--- src/hw/rcp_pkg.sv ---
package rcp_pkg;
    // ****************************************************************
    // Timing
    // ****************************************************************
    localparam int CLK_PERIOD_NS = 50;
    localparam int ACK_HOLD_MS = 100;
    localparam int ACK_HOLD_CYCLES = ACK_HOLD_MS * 1000000 / CLK_PERIOD_NS;
    localparam real TX_PERIOD_MS = 13.33;
    localparam int TX_PERIOD_CYCLES = int'(TX_PERIOD_MS * 1.0e6 / CLK_PERIOD_NS);
    localparam int FACTORY_GAP_MS = 1000;
    localparam int FACTORY_GAP_CYCLES = FACTORY_GAP_MS * 1000000 / CLK_PERIOD_NS;
    localparam int TX_CNT_W = 19;
    localparam int TMR_W = 32;
    localparam int FLASH_BIT = 21;
    localparam logic [3:0] LINK_MISS_LIMIT = 4'h8;
    localparam logic [2:0] FACTORY_EDGES = 3'h4;

    // ****************************************************************
    // Synchroniser bit positions
    // ****************************************************************
    localparam int SB_LINES = 0;
    localparam int SB_DIR_LO = 8;
    localparam int SB_DIR_HI = 9;
    localparam int SB_PWR_N = 10;
    localparam int SB_TOGGLE = 11;
    localparam int SB_ACK_EN = 12;
    localparam int SB_PAIR = 13;
    localparam int SB_CMD = 14;
    localparam int SYNC_W = 15;
    localparam logic [SYNC_W-1:0] SYNC_RST = 15'h0400;

    // ****************************************************************
    // Registers
    // ****************************************************************
    localparam logic [7:0] REG_CTRL = 8'h00;
    localparam logic [7:0] REG_STATUS = 8'h04;
    localparam logic [7:0] REG_LINES = 8'h08;
    localparam logic [7:0] CTRL_RST = 8'h01;
    localparam int CTRL_RADIO_EN = 0;
    localparam int CTRL_PAIR = 1;

    typedef enum logic [1:0] {
        TX_IDLE = 2'b00,
        TX_ACTIVE = 2'b01,
        TX_FINAL = 2'b10
    } rcp_tx_state_t;
endpackage

--- src/hw/rcp_if.sv ---
`timescale 1ns/10ps
interface rcp_tmr_if;
    import rcp_pkg::*;
    logic start;
    logic [TMR_W-1:0] load;
    logic busy;
    modport tmr_mp(input start, input load, output busy);
    modport user_mp(output start, output load, input busy);
endinterface

interface rcp_sync_if;
    import rcp_pkg::*;
    logic [SYNC_W-1:0] raw;
    logic [SYNC_W-1:0] clean;
    modport sync_mp(input raw, output clean);
    modport user_mp(output raw, input clean);
endinterface

--- src/hw/rcp_pin_interface.sv ---
// The address map and the address-and-strobe port were left to the implementer.
`timescale 1ns/10ps
module rcp_pin_interface
    import rcp_pkg::*;
#(
    parameter int ACK_HOLD = ACK_HOLD_CYCLES,
    parameter int TX_PERIOD = TX_PERIOD_CYCLES,
    parameter int FACTORY_GAP = FACTORY_GAP_CYCLES
)
(
    input wire logic clk_i,
    input wire logic resetn_i,
    input wire logic ce_i,
    input wire logic [7:0] status_lines_i,
    output logic [7:0] status_lines_o,
    output logic [7:0] status_lines_oe_o,
    output logic [7:0] status_lines_pd_o,
    output logic bonding_pd_o,
    input wire logic low_group_dir_select_i,
    input wire logic high_group_dir_select_i,
    input wire logic low_power_req_n_i,
    input wire logic toggle_select_i,
    input wire logic ack_enable_i,
    input wire logic bonding_req_i,
    input wire logic cmd_data_in_i,
    output logic cmd_data_out_o,
    output logic cmd_rx_o,
    input wire logic cmd_tx_i,
    output logic rx_amp_enable_o,
    output logic tx_amp_enable_o,
    output logic activity_indicator_o,
    output logic reply_received_o,
    input wire logic modem_rx_active_i,
    input wire logic modem_tx_active_i,
    input wire logic rx_cmd_valid_i,
    input wire logic [7:0] rx_cmd_state_i,
    input wire logic rx_same_src_i,
    input wire logic rx_missed_i,
    input wire logic rx_ack_i,
    output logic tx_req_o,
    output logic [7:0] tx_state_o,
    output logic ack_send_o,
    output logic pairing_start_o,
    output logic factory_default_o,
    output logic low_power_o,
    output logic link_up_o,
    output logic initiating_unit_o,
    output logic responding_unit_o,
    input wire logic [7:0] reg_addr_i,
    input wire logic [7:0] reg_wdata_i,
    input wire logic reg_wr_i,
    input wire logic reg_rd_i,
    output logic [7:0] reg_rdata_o
);
    typedef struct packed {
        logic [7:0] out_lines;
        logic [7:0] last_rx;
        logic link_up;
        logic [3:0] miss_cnt;
        rcp_tx_state_t tx_st;
        logic [TX_CNT_W-1:0] tx_cnt;
        logic tx_req;
        logic [7:0] tx_state;
        logic sent;
        logic ack_send;
        logic pair_prev;
        logic pair_start;
        logic [2:0] edge_cnt;
        logic factory;
        logic [21:0] flash;
        logic [7:0] ctrl;
        logic [7:0] rdata;
        logic rx_amp;
        logic tx_amp;
        logic ind;
        logic cmd_out;
    } rcp_top_state_t;

    rcp_top_state_t s_reg;
    rcp_top_state_t s_next;

    rcp_sync_if sync_if();
    rcp_tmr_if ack_tmr();
    rcp_tmr_if gap_tmr();

    logic [7:0] lines_clean;
    logic [7:0] in_mask;
    logic [7:0] out_mask;
    logic [7:0] line_states;
    logic [7:0] rx_rise;
    logic pwr_n;
    logic awake;
    logic all_in;
    logic all_out;
    logic any_in;
    logic accept;
    logic pair_rise;
    logic sw_pair;

    function automatic logic is_reg(input logic [7:0] a, input logic [7:0] off);
        is_reg = (a == off);
    endfunction

    // ****************************************************************
    // Input synchronisation and submodules
    // ****************************************************************
    assign sync_if.raw = {cmd_data_in_i, bonding_req_i, ack_enable_i, toggle_select_i,
                          low_power_req_n_i, high_group_dir_select_i, low_group_dir_select_i,
                          status_lines_i};

    rcp_sync u_sync (
        .clk_i(clk_i),
        .resetn_i(resetn_i),
        .ce_i(ce_i),
        .sy(sync_if.sync_mp)
    );

    rcp_timer u_ack_tmr (
        .clk_i(clk_i),
        .resetn_i(resetn_i),
        .ce_i(ce_i),
        .t(ack_tmr.tmr_mp)
    );

    rcp_timer u_gap_tmr (
        .clk_i(clk_i),
        .resetn_i(resetn_i),
        .ce_i(ce_i),
        .t(gap_tmr.tmr_mp)
    );

    // ****************************************************************
    // Direction, role and activity decode
    // ****************************************************************
    assign lines_clean = sync_if.clean[SB_LINES +: 8];
    assign in_mask = {{4{sync_if.clean[SB_DIR_HI]}}, {4{sync_if.clean[SB_DIR_LO]}}};
    assign out_mask = ~in_mask;
    assign pwr_n = sync_if.clean[SB_PWR_N];
    assign awake = pwr_n & s_reg.ctrl[CTRL_RADIO_EN];
    assign all_in = &in_mask;
    assign all_out = ~|in_mask;
    assign any_in = |(lines_clean & in_mask);
    assign line_states = (lines_clean & in_mask) | (s_reg.out_lines & out_mask);
    assign accept = awake & !all_in & rx_cmd_valid_i & (!s_reg.link_up | rx_same_src_i);
    assign rx_rise = rx_cmd_state_i & ~s_reg.last_rx;
    assign pair_rise = sync_if.clean[SB_PAIR] & !s_reg.pair_prev;
    assign sw_pair = reg_wr_i & is_reg(reg_addr_i, REG_CTRL) & reg_wdata_i[CTRL_PAIR];

    assign ack_tmr.start = awake & rx_ack_i & s_reg.sent & !all_out;
    assign ack_tmr.load = TMR_W'(ACK_HOLD);
    assign gap_tmr.start = awake & pair_rise;
    assign gap_tmr.load = TMR_W'(FACTORY_GAP);

    // ****************************************************************
    // Next state
    // ****************************************************************
    always_comb
    begin
        s_next = s_reg;
        s_next.tx_req = 1'h0;
        s_next.ack_send = 1'h0;
        s_next.pair_start = 1'h0;
        s_next.factory = 1'h0;
        s_next.rdata = 8'h00;
        s_next.flash = s_reg.flash + 22'h1;
        s_next.pair_prev = sync_if.clean[SB_PAIR];
        if (!awake)
        begin
            s_next.out_lines = 8'h00;
            s_next.last_rx = 8'h00;
            s_next.link_up = 1'h0;
            s_next.miss_cnt = 4'h0;
            s_next.tx_st = TX_IDLE;
            s_next.tx_cnt = '0;
            s_next.sent = 1'h0;
            s_next.edge_cnt = 3'h0;
        end
        else
        begin
            if (accept)
            begin
                s_next.link_up = 1'h1;
                s_next.miss_cnt = 4'h0;
                s_next.last_rx = rx_cmd_state_i;
                s_next.ack_send = sync_if.clean[SB_ACK_EN];
                if (sync_if.clean[SB_TOGGLE])
                begin
                    s_next.out_lines = s_reg.out_lines ^ rx_rise;
                end
                else
                begin
                    s_next.out_lines = rx_cmd_state_i;
                end
            end
            else if (rx_missed_i && s_reg.link_up)
            begin
                if (s_reg.miss_cnt == LINK_MISS_LIMIT - 4'h1)
                begin
                    s_next.link_up = 1'h0;
                    s_next.miss_cnt = 4'h0;
                    s_next.last_rx = 8'h00;
                    if (!sync_if.clean[SB_TOGGLE])
                    begin
                        s_next.out_lines = 8'h00;
                    end
                end
                else
                begin
                    s_next.miss_cnt = s_reg.miss_cnt + 4'h1;
                end
            end
            s_next.out_lines = s_next.out_lines & out_mask;
            case (s_reg.tx_st)
                TX_IDLE:
                begin
                    s_next.sent = 1'h0;
                    if (any_in && !all_out)
                    begin
                        s_next.tx_req = 1'h1;
                        s_next.tx_state = line_states;
                        s_next.tx_cnt = TX_CNT_W'(TX_PERIOD - 1);
                        s_next.tx_st = TX_ACTIVE;
                        s_next.sent = 1'h1;
                    end
                end
                TX_ACTIVE, TX_FINAL:
                begin
                    if (s_reg.tx_cnt != '0)
                    begin
                        s_next.tx_cnt = s_reg.tx_cnt - 19'h1;
                    end
                    else if (any_in || s_reg.tx_st == TX_ACTIVE)
                    begin
                        s_next.tx_req = 1'h1;
                        s_next.tx_state = line_states;
                        s_next.tx_cnt = TX_CNT_W'(TX_PERIOD - 1);
                        s_next.tx_st = any_in ? TX_ACTIVE : TX_FINAL;
                    end
                    else
                    begin
                        s_next.tx_st = TX_IDLE;
                    end
                end
                default:
                begin
                    s_next.tx_st = TX_IDLE;
                end
            endcase
            if (pair_rise)
            begin
                if (!gap_tmr.busy)
                begin
                    s_next.edge_cnt = 3'h1;
                end
                else if (s_reg.edge_cnt == FACTORY_EDGES - 3'h1)
                begin
                    s_next.factory = 1'h1;
                    s_next.edge_cnt = 3'h0;
                end
                else
                begin
                    s_next.edge_cnt = s_reg.edge_cnt + 3'h1;
                end
            end
            s_next.pair_start = pair_rise | sw_pair;
        end
        s_next.rx_amp = awake & !all_in & modem_rx_active_i;
        s_next.tx_amp = awake & modem_tx_active_i;
        s_next.ind = awake & ((s_reg.tx_st != TX_IDLE) | s_reg.link_up
                     | (gap_tmr.busy & s_reg.flash[FLASH_BIT]));
        s_next.cmd_out = awake ? cmd_tx_i : 1'h1;
        if (reg_wr_i && is_reg(reg_addr_i, REG_CTRL))
        begin
            s_next.ctrl = reg_wdata_i & ~(8'h01 << CTRL_PAIR);
        end
        if (reg_rd_i)
        begin
            if (is_reg(reg_addr_i, REG_CTRL))
            begin
                s_next.rdata = s_reg.ctrl;
            end
            else if (is_reg(reg_addr_i, REG_STATUS))
            begin
                s_next.rdata = {!pwr_n, ack_tmr.busy, s_reg.link_up, s_reg.tx_st != TX_IDLE,
                                !all_out, !all_in, sync_if.clean[SB_TOGGLE], sync_if.clean[SB_ACK_EN]};
            end
            else if (is_reg(reg_addr_i, REG_LINES))
            begin
                s_next.rdata = line_states;
            end
            else
            begin
                s_next.rdata = 8'h00;
            end
        end
    end

    always_ff @(posedge clk_i)
    begin
        if (!resetn_i)
        begin
            s_reg <= '0;
            s_reg.ctrl <= CTRL_RST;
            s_reg.cmd_out <= 1'h1;
        end
        else if (ce_i)
        begin
            s_reg <= s_next;
        end
    end

    // ****************************************************************
    // Pins and outputs
    // ****************************************************************
    generate
        for (genvar i = 0; i < 8; i++)
        begin : g_line
            assign status_lines_o[i] = s_reg.out_lines[i];
            assign status_lines_oe_o[i] = awake & out_mask[i];
            assign status_lines_pd_o[i] = 1'h1;
        end
    endgenerate

    assign bonding_pd_o = 1'h1;
    assign cmd_data_out_o = s_reg.cmd_out;
    assign cmd_rx_o = sync_if.clean[SB_CMD];
    assign rx_amp_enable_o = s_reg.rx_amp;
    assign tx_amp_enable_o = s_reg.tx_amp;
    assign activity_indicator_o = s_reg.ind;
    assign reply_received_o = ack_tmr.busy;
    assign tx_req_o = s_reg.tx_req;
    assign tx_state_o = s_reg.tx_state;
    assign ack_send_o = s_reg.ack_send;
    assign pairing_start_o = s_reg.pair_start;
    assign factory_default_o = s_reg.factory;
    assign low_power_o = !pwr_n;
    assign link_up_o = s_reg.link_up;
    assign initiating_unit_o = !all_out;
    assign responding_unit_o = !all_in;
    assign reg_rdata_o = s_reg.rdata;
endmodule

--- src/hw/rcp_sync.sv ---
`timescale 1ns/10ps
module rcp_sync
    import rcp_pkg::*;
(
    input wire logic clk_i,
    input wire logic resetn_i,
    input wire logic ce_i,
    rcp_sync_if.sync_mp sy
);
    typedef struct packed {
        logic [SYNC_W-1:0] s1;
        logic [SYNC_W-1:0] s2;
        logic [SYNC_W-1:0] s3;
        logic [SYNC_W-1:0] q;
    } rcp_sync_state_t;

    rcp_sync_state_t s_reg;
    rcp_sync_state_t s_next;

    // ****************************************************************
    // Three stages, change taken when stages two and three agree
    // ****************************************************************
    always_comb
    begin
        s_next = s_reg;
        s_next.s1 = sy.raw;
        s_next.s2 = s_reg.s1;
        s_next.s3 = s_reg.s2;
        s_next.q = (s_reg.s2 & s_reg.s3) | (s_reg.q & (s_reg.s2 | s_reg.s3));
    end

    always_ff @(posedge clk_i)
    begin
        if (!resetn_i)
        begin
            s_reg <= {4{SYNC_RST}};
        end
        else if (ce_i)
        begin
            s_reg <= s_next;
        end
    end

    assign sy.clean = s_reg.q;
endmodule

--- src/hw/rcp_timer.sv ---
`timescale 1ns/10ps
module rcp_timer
    import rcp_pkg::*;
(
    input wire logic clk_i,
    input wire logic resetn_i,
    input wire logic ce_i,
    rcp_tmr_if.tmr_mp t
);
    typedef struct packed {
        logic [TMR_W-1:0] cnt;
    } rcp_timer_state_t;

    rcp_timer_state_t s_reg;
    rcp_timer_state_t s_next;

    // ****************************************************************
    // Restartable countdown
    // ****************************************************************
    always_comb
    begin
        s_next = s_reg;
        if (t.start)
        begin
            s_next.cnt = t.load;
        end
        else if (s_reg.cnt != '0)
        begin
            s_next.cnt = s_reg.cnt - 32'h1;
        end
    end

    always_ff @(posedge clk_i)
    begin
        if (!resetn_i)
        begin
            s_reg <= '0;
        end
        else if (ce_i)
        begin
            s_reg <= s_next;
        end
    end

    assign t.busy = (s_reg.cnt != '0);
endmodule

--- config.mk ---
export PLATFORM = sky130hd
export DESIGN_NAME = rcp_pin_interface
export DESIGN_NICKNAME = d
export VERILOG_FILES = /design/src/hw/rcp_pkg.sv /design/src/hw/rcp_if.sv /design/src/hw/rcp_pin_interface.sv /design/src/hw/rcp_sync.sv /design/src/hw/rcp_timer.sv
export SDC_FILE = /design/constraint.sdc
export NUM_CORES = 1
export LEC_CHECK = 0
export BUFFER_PORTS_ARGS = -buffer_cell sky130_fd_sc_hd__buf_2
export CAP_MARGIN = 20
export CORE_MARGIN = 4
export CORE_UTILIZATION = 57
export DETAILED_ROUTE_END_ITERATION = 10
export PLACE_DENSITY_LB_ADDON = 0.15
export SLEW_MARGIN = 10
export SYNTH_ARGS = -nofsm -noshare
export SYNTH_HDL_FRONTEND = slang
export SYNTH_SLANG_ARGS = --single-unit
export TNS_END_PERCENT = 30
--- constraint.sdc ---
create_clock -name clk_i -period 8.3 [get_ports clk_i]
set_clock_uncertainty 0.05 [all_clocks]
set_input_delay 1.66 -clock clk_i [delete_from_list [all_inputs] [get_ports clk_i]]
set_output_delay 1.66 -clock clk_i [all_outputs]
set_load 0.05 [all_outputs]
---- After elaboration in Yosys (flattened, before gate mapping) ----
Index checks and enable logic that the tools add are counted.
word-level totals
  word-level logic and storage cells ...... 159
  output and inout bits ................... 55
  input port bits ......................... 51
  bits in registers ....................... 224
cells by class
  reduce and logical (&&, ||, !) cells .... 31
  muxes and demuxes ....................... 39
  equality and inequality tests ........... 17
  bitwise logic cells ..................... 39
  $add $sub $neg .......................... 6
operators by type and width
  cell                   number
  $mux 32                4
  $reduce_bool 32->1     2
  $sub 32x1->32 const B  2
  $mux 21                3
  $pmux 28 s2            1
  $mux 8                 6
  $mux 42                1
  $and 8x8->8            4
  $mux 31                1
  $and 15x15->15         2
  $or 15x15->15          2
  $mux 28                1
  $and 1x1->1            23
  $add 22x1->22 const B  1
  $mux 19                1
  $reduce_bool 19->1     1
  $sub 19x1->19 const B  1
  $mux 9                 2
  $mux 17                1
  $not 8->8              2
  $reduce_and 2->1       7
  $mux 1                 9
  $mux 3                 3
  $ne 3x1->1 const B     3
  29 further kinds       49

---- Longest topological paths before layout ----
  word-level depth ........................ 9
  gate-level depth with buffers ........... 10
  mapped depth without buffers ............ 8

---- Cells and area by module ----
A second synthesis with hierarchy kept.
second synthesis, totals
  cell total of the unflattened synthesis .. 1469
  area total of the unflattened synthesis .. 12097.9 um^2
by module, submodules not included
  module                 area an instance (um^2)  cells an instance  times used  sequential area each (um^2)
  rcp_pin_interface      5351.4                   655                1           2001.9
  rcp_sync               2512.4                   242                1           1201.2
  rcp_timer (u_ack_tmr)  2145.8                   287                1           640.6
  rcp_timer (u_gap_tmr)  2088.3                   285                1           640.6

---- Worst setup path before layout ----
No wires, ideal clock.
  kind .................................... register to output
  from .................................... register u_ack_tmr.s_reg[2] (netlist bit)
  to ...................................... output reply_received_o
  data arrival time ....................... 2.102 ns
  buffers on the path ..................... 2
  required time ........................... 6.590 ns
  setup slack ............................. 4.488 ns
  stages on the path, launching flop included .. 7
  cells stage by stage .................... dfxtp_1 -> nor4_1 -> and4b_1 -> clkbuf_1 -> and2_1 -> clkbuf_1 -> nand2_1
between the ends
  cells in the longest elaborated chain, start to end .. 1
RTL lines
  what                    RTL line                 text
  from (decl)             rcp_timer.sv:14          rcp_timer_state_t s_reg;
  from (signal assigned)  rcp_timer.sv:41          s_reg <= s_next;
  $reduce_bool 32->1      rcp_timer.sv:45          assign t.busy = (s_reg.cnt != '0);
  to (decl)               rcp_pin_interface.sv:32  output logic reply_received_o,
No other way between the ends.

---- Worst setup path after layout ----
Same ends and word-level chain as after synthesis.

==> out/qor.txt <==
Int Pwr: 2.29 mW
R2R setup slack: 5.10 ns
area of the multi-input gates: 0.00552 sq mm
PostCTS Resize Cnt: 0
Data arrival, critical path: 2.81 ns
CTS tree: built
power share of the combinational group: 37.4%
grt ovf: 0
Die Y: 145 um
CP Launch Type: flip-flop
placed wire-length estimate: 16,800 um
top cells by count, synth: dfxtp_1, nor2_1, a21oi_1
H-tree depth: 1
area delta synth->final: 9.25%
antenna violation net count after detailed routing: 0
Core Area: 0.0181 sq mm
total clock sinks: 224
antenna cells: 0
dpl cells: 1,484
Synth top area share: 42.2%
Net Sw Power: 1.49 mW
Reg2Reg Depth: 6
IO Port Bufs: 96
Pwr Density: 326 mW/mm^2
Final Hold Vio Count: 0
setup TNS: 0 ns
Setup crit end: reply_received_o
GPL Wtd Cong: 0.885
reg-to-reg startpoint: u_ack_tmr.s_reg[18]
Synth cell types: 70
status: finished clean
via/cell ratio: 5.85
Synth Cell Area: 0.0106 sq mm
# IOs: 106
max FFs per register: 67
Cell Count, Final, Fillers Out: 1,526
max_slew headroom: 27.6%
Via Count: 8,930
total power: 3.79 mW
Lkg Pwr: 4.73 nW
storage element area: 0.00448 sq mm
TritonCTS buffer count: 24
Seq cells post-synth: 224
Tcrit/Tclk final: 54.5%
root buf cell: clkbuf_16
sequential area share after synthesis: 42.2%
YS warnings: 0
Routed WL: 24,800 um
Post-CTS Hold Fix Bufs: 0
most instantiated library cell after synthesis: dfxtp_1
CP required: 6.59 ns
vias in the first global route: 8,354
postcts setup bufs: 0
clock network power share: 26.5%
Layout fillers: 1,564
Clock Latency Late Sink: 0.51 ns
drt pass-1 iters: 5
largest net degree at the start of global routing: 106
CTS max path bufs: 3
first-pass GRT wire length: 41,300 um
Die X: 145 um
Worst-path clk slew: 0.06 ns
initial antenna violation count: 0
endpoints failing setup: 0
Flop pwr share: 36.2%
layout cells sized above 1: 11.6%
Sw Share: 39.4%
top cells by area, synth: dfxtp_1, nor2_1, mux2i_1
FMAX: 0.221 GHz
Core Rows: 49
Mapped Avg Cell Area: 8.47 sq um
Post-synth EDFFs: 0
nets@finish: 1,343
Slew @ Worst Pin: 1.09 ns
die footprint: 0.0209 sq mm
initial drt markers: 556
RSZ-0062 raised after global routing: no
worst vdd ir: 0.204 mV
Post-synth top flop: dfxtp_1
Initial Util: 58.6%
DR DRC count: 0
min Tclk post-route: 4.52 ns
class of the worst hold path: reg -> reg
Max-Cap Viols: 0
async set or reset register ratio after synthesis: 0%
WS Path Type: reg -> out
max-slew violations: 0
Routed WL per cell: 16.3 um
FF-to-FF End: u_ack_tmr.s_reg[2]
crit end category: primary output
Gate Count Post-Synth: 1,256
worst-path fanout max: 9
gr usage total: 23.8%
start point of the critical path: u_ack_tmr.s_reg[2]
area leader, netlist: dfxtp_1
==> metal layers <==
| layer | vias up | routed length, um | GRT usage (%) |
|---|---|---|---|
| li1 | 4474 | - | - |
| met1 | 4200 | 11400 | 32.6 |
| met2 | 208 | 11600 | 39.1 |
| met3 | 48 | 1150 | 3.74 |
| met4 | 0 | 701 | 6.53 |
| met5 | - | 0 | 0 |
==> worst min-delay path by stage <==
stage / start / end / slack (ns) / cells after the start
floorplan: tx_state_o[0] / tx_state_o[0] / 0.38 / 1
global placement: reg_rdata_o[0] / reg_rdata_o[0] / 0.40 / 2
detailed placement: tx_state_o[2] / tx_state_o[2] / 0.40 / 1
CTS: reg_rdata_o[0] / reg_rdata_o[0] / 0.42 / 2
global route: reg_rdata_o[0] / reg_rdata_o[0] / 0.44 / 2
finish: reg_rdata_o[0] / reg_rdata_o[0] / 0.42 / 2
==> power groups by stage <==
stage / clock network [mW] / logic [mW] / registers [mW]
final: 1.00 / 1.41 / 1.37
after global routing: 1.07 / 1.58 / 1.39
after CTS: 1.02 / 1.41 / 1.37
after detailed placement: 0 / 1.40 / 1.39
after global placement: 0 / 1.38 / 1.38
after floorplan: 0 / 1.15 / 1.34
==> cell usage in the layout (no fill, tap or decap), types with 23 or more instances in the layout <==
cell / instances
xnor2_1: 35
nor2_1: 183
nor3_1: 37
clkbuf_16: 25
buf_2: 95
mux2i_1: 57
o21ai_0: 44
nor4_1: 23
nand2_1: 83
o21ai_1: 28
dfxtp_1: 224
a21oi_1: 86
nand3_1: 27
xor2_1: 37
==> cell type report <==
cell class	instances	share of cell area (%)
Clock buffer	38	6.15
Clock inverter	4	0.172
Inverter	24	0.797
Multi-Input combinational cell	908	47.5
Sequential cell	224	38.6
Tap cell	229	2.47
Timing Repair Buffer	99	4.35
==> cells by family (layout without fill, tap and decap cells) <==
logic type	count (synthesis)	count (layout)	synth area share (%)
and+or+nand+nor	477	477	21.7
AOI/OAI and AO/OA	282	282	17.3
DFF	224	224	42.2
buffers and inverters	132	165	6.26
xor gates and xnor gates	72	72	5.93
muxes	57	57	5.36
adders and majority gates	11	11	1.29
other	1	9	0.0353
==> per-stage QoR <==
stage                     hold slack, ns  cell area, sq um  setup slack, ns  utilization, %
final                              0.420             11600             3.78            64.0
after global routing               0.436             11600             3.57            64.0
after CTS                          0.422             11600             3.78            64.0
after detailed placement           0.402             10900             3.83            60.0
after global placement             0.401             10900             3.90            60.0
after floorplan                    0.384             10700             4.49               -
==> worst max-delay path, cell delays in order, from the launching register on <==
cell,delay [ns]
dfxtp_1,0.37
nor4_1,0.73
and4b_1,0.47
and2_1,0.42
nand2_1,0.09
buf_2,0.23
Note: power is estimated with default switching activity, not from simulation.
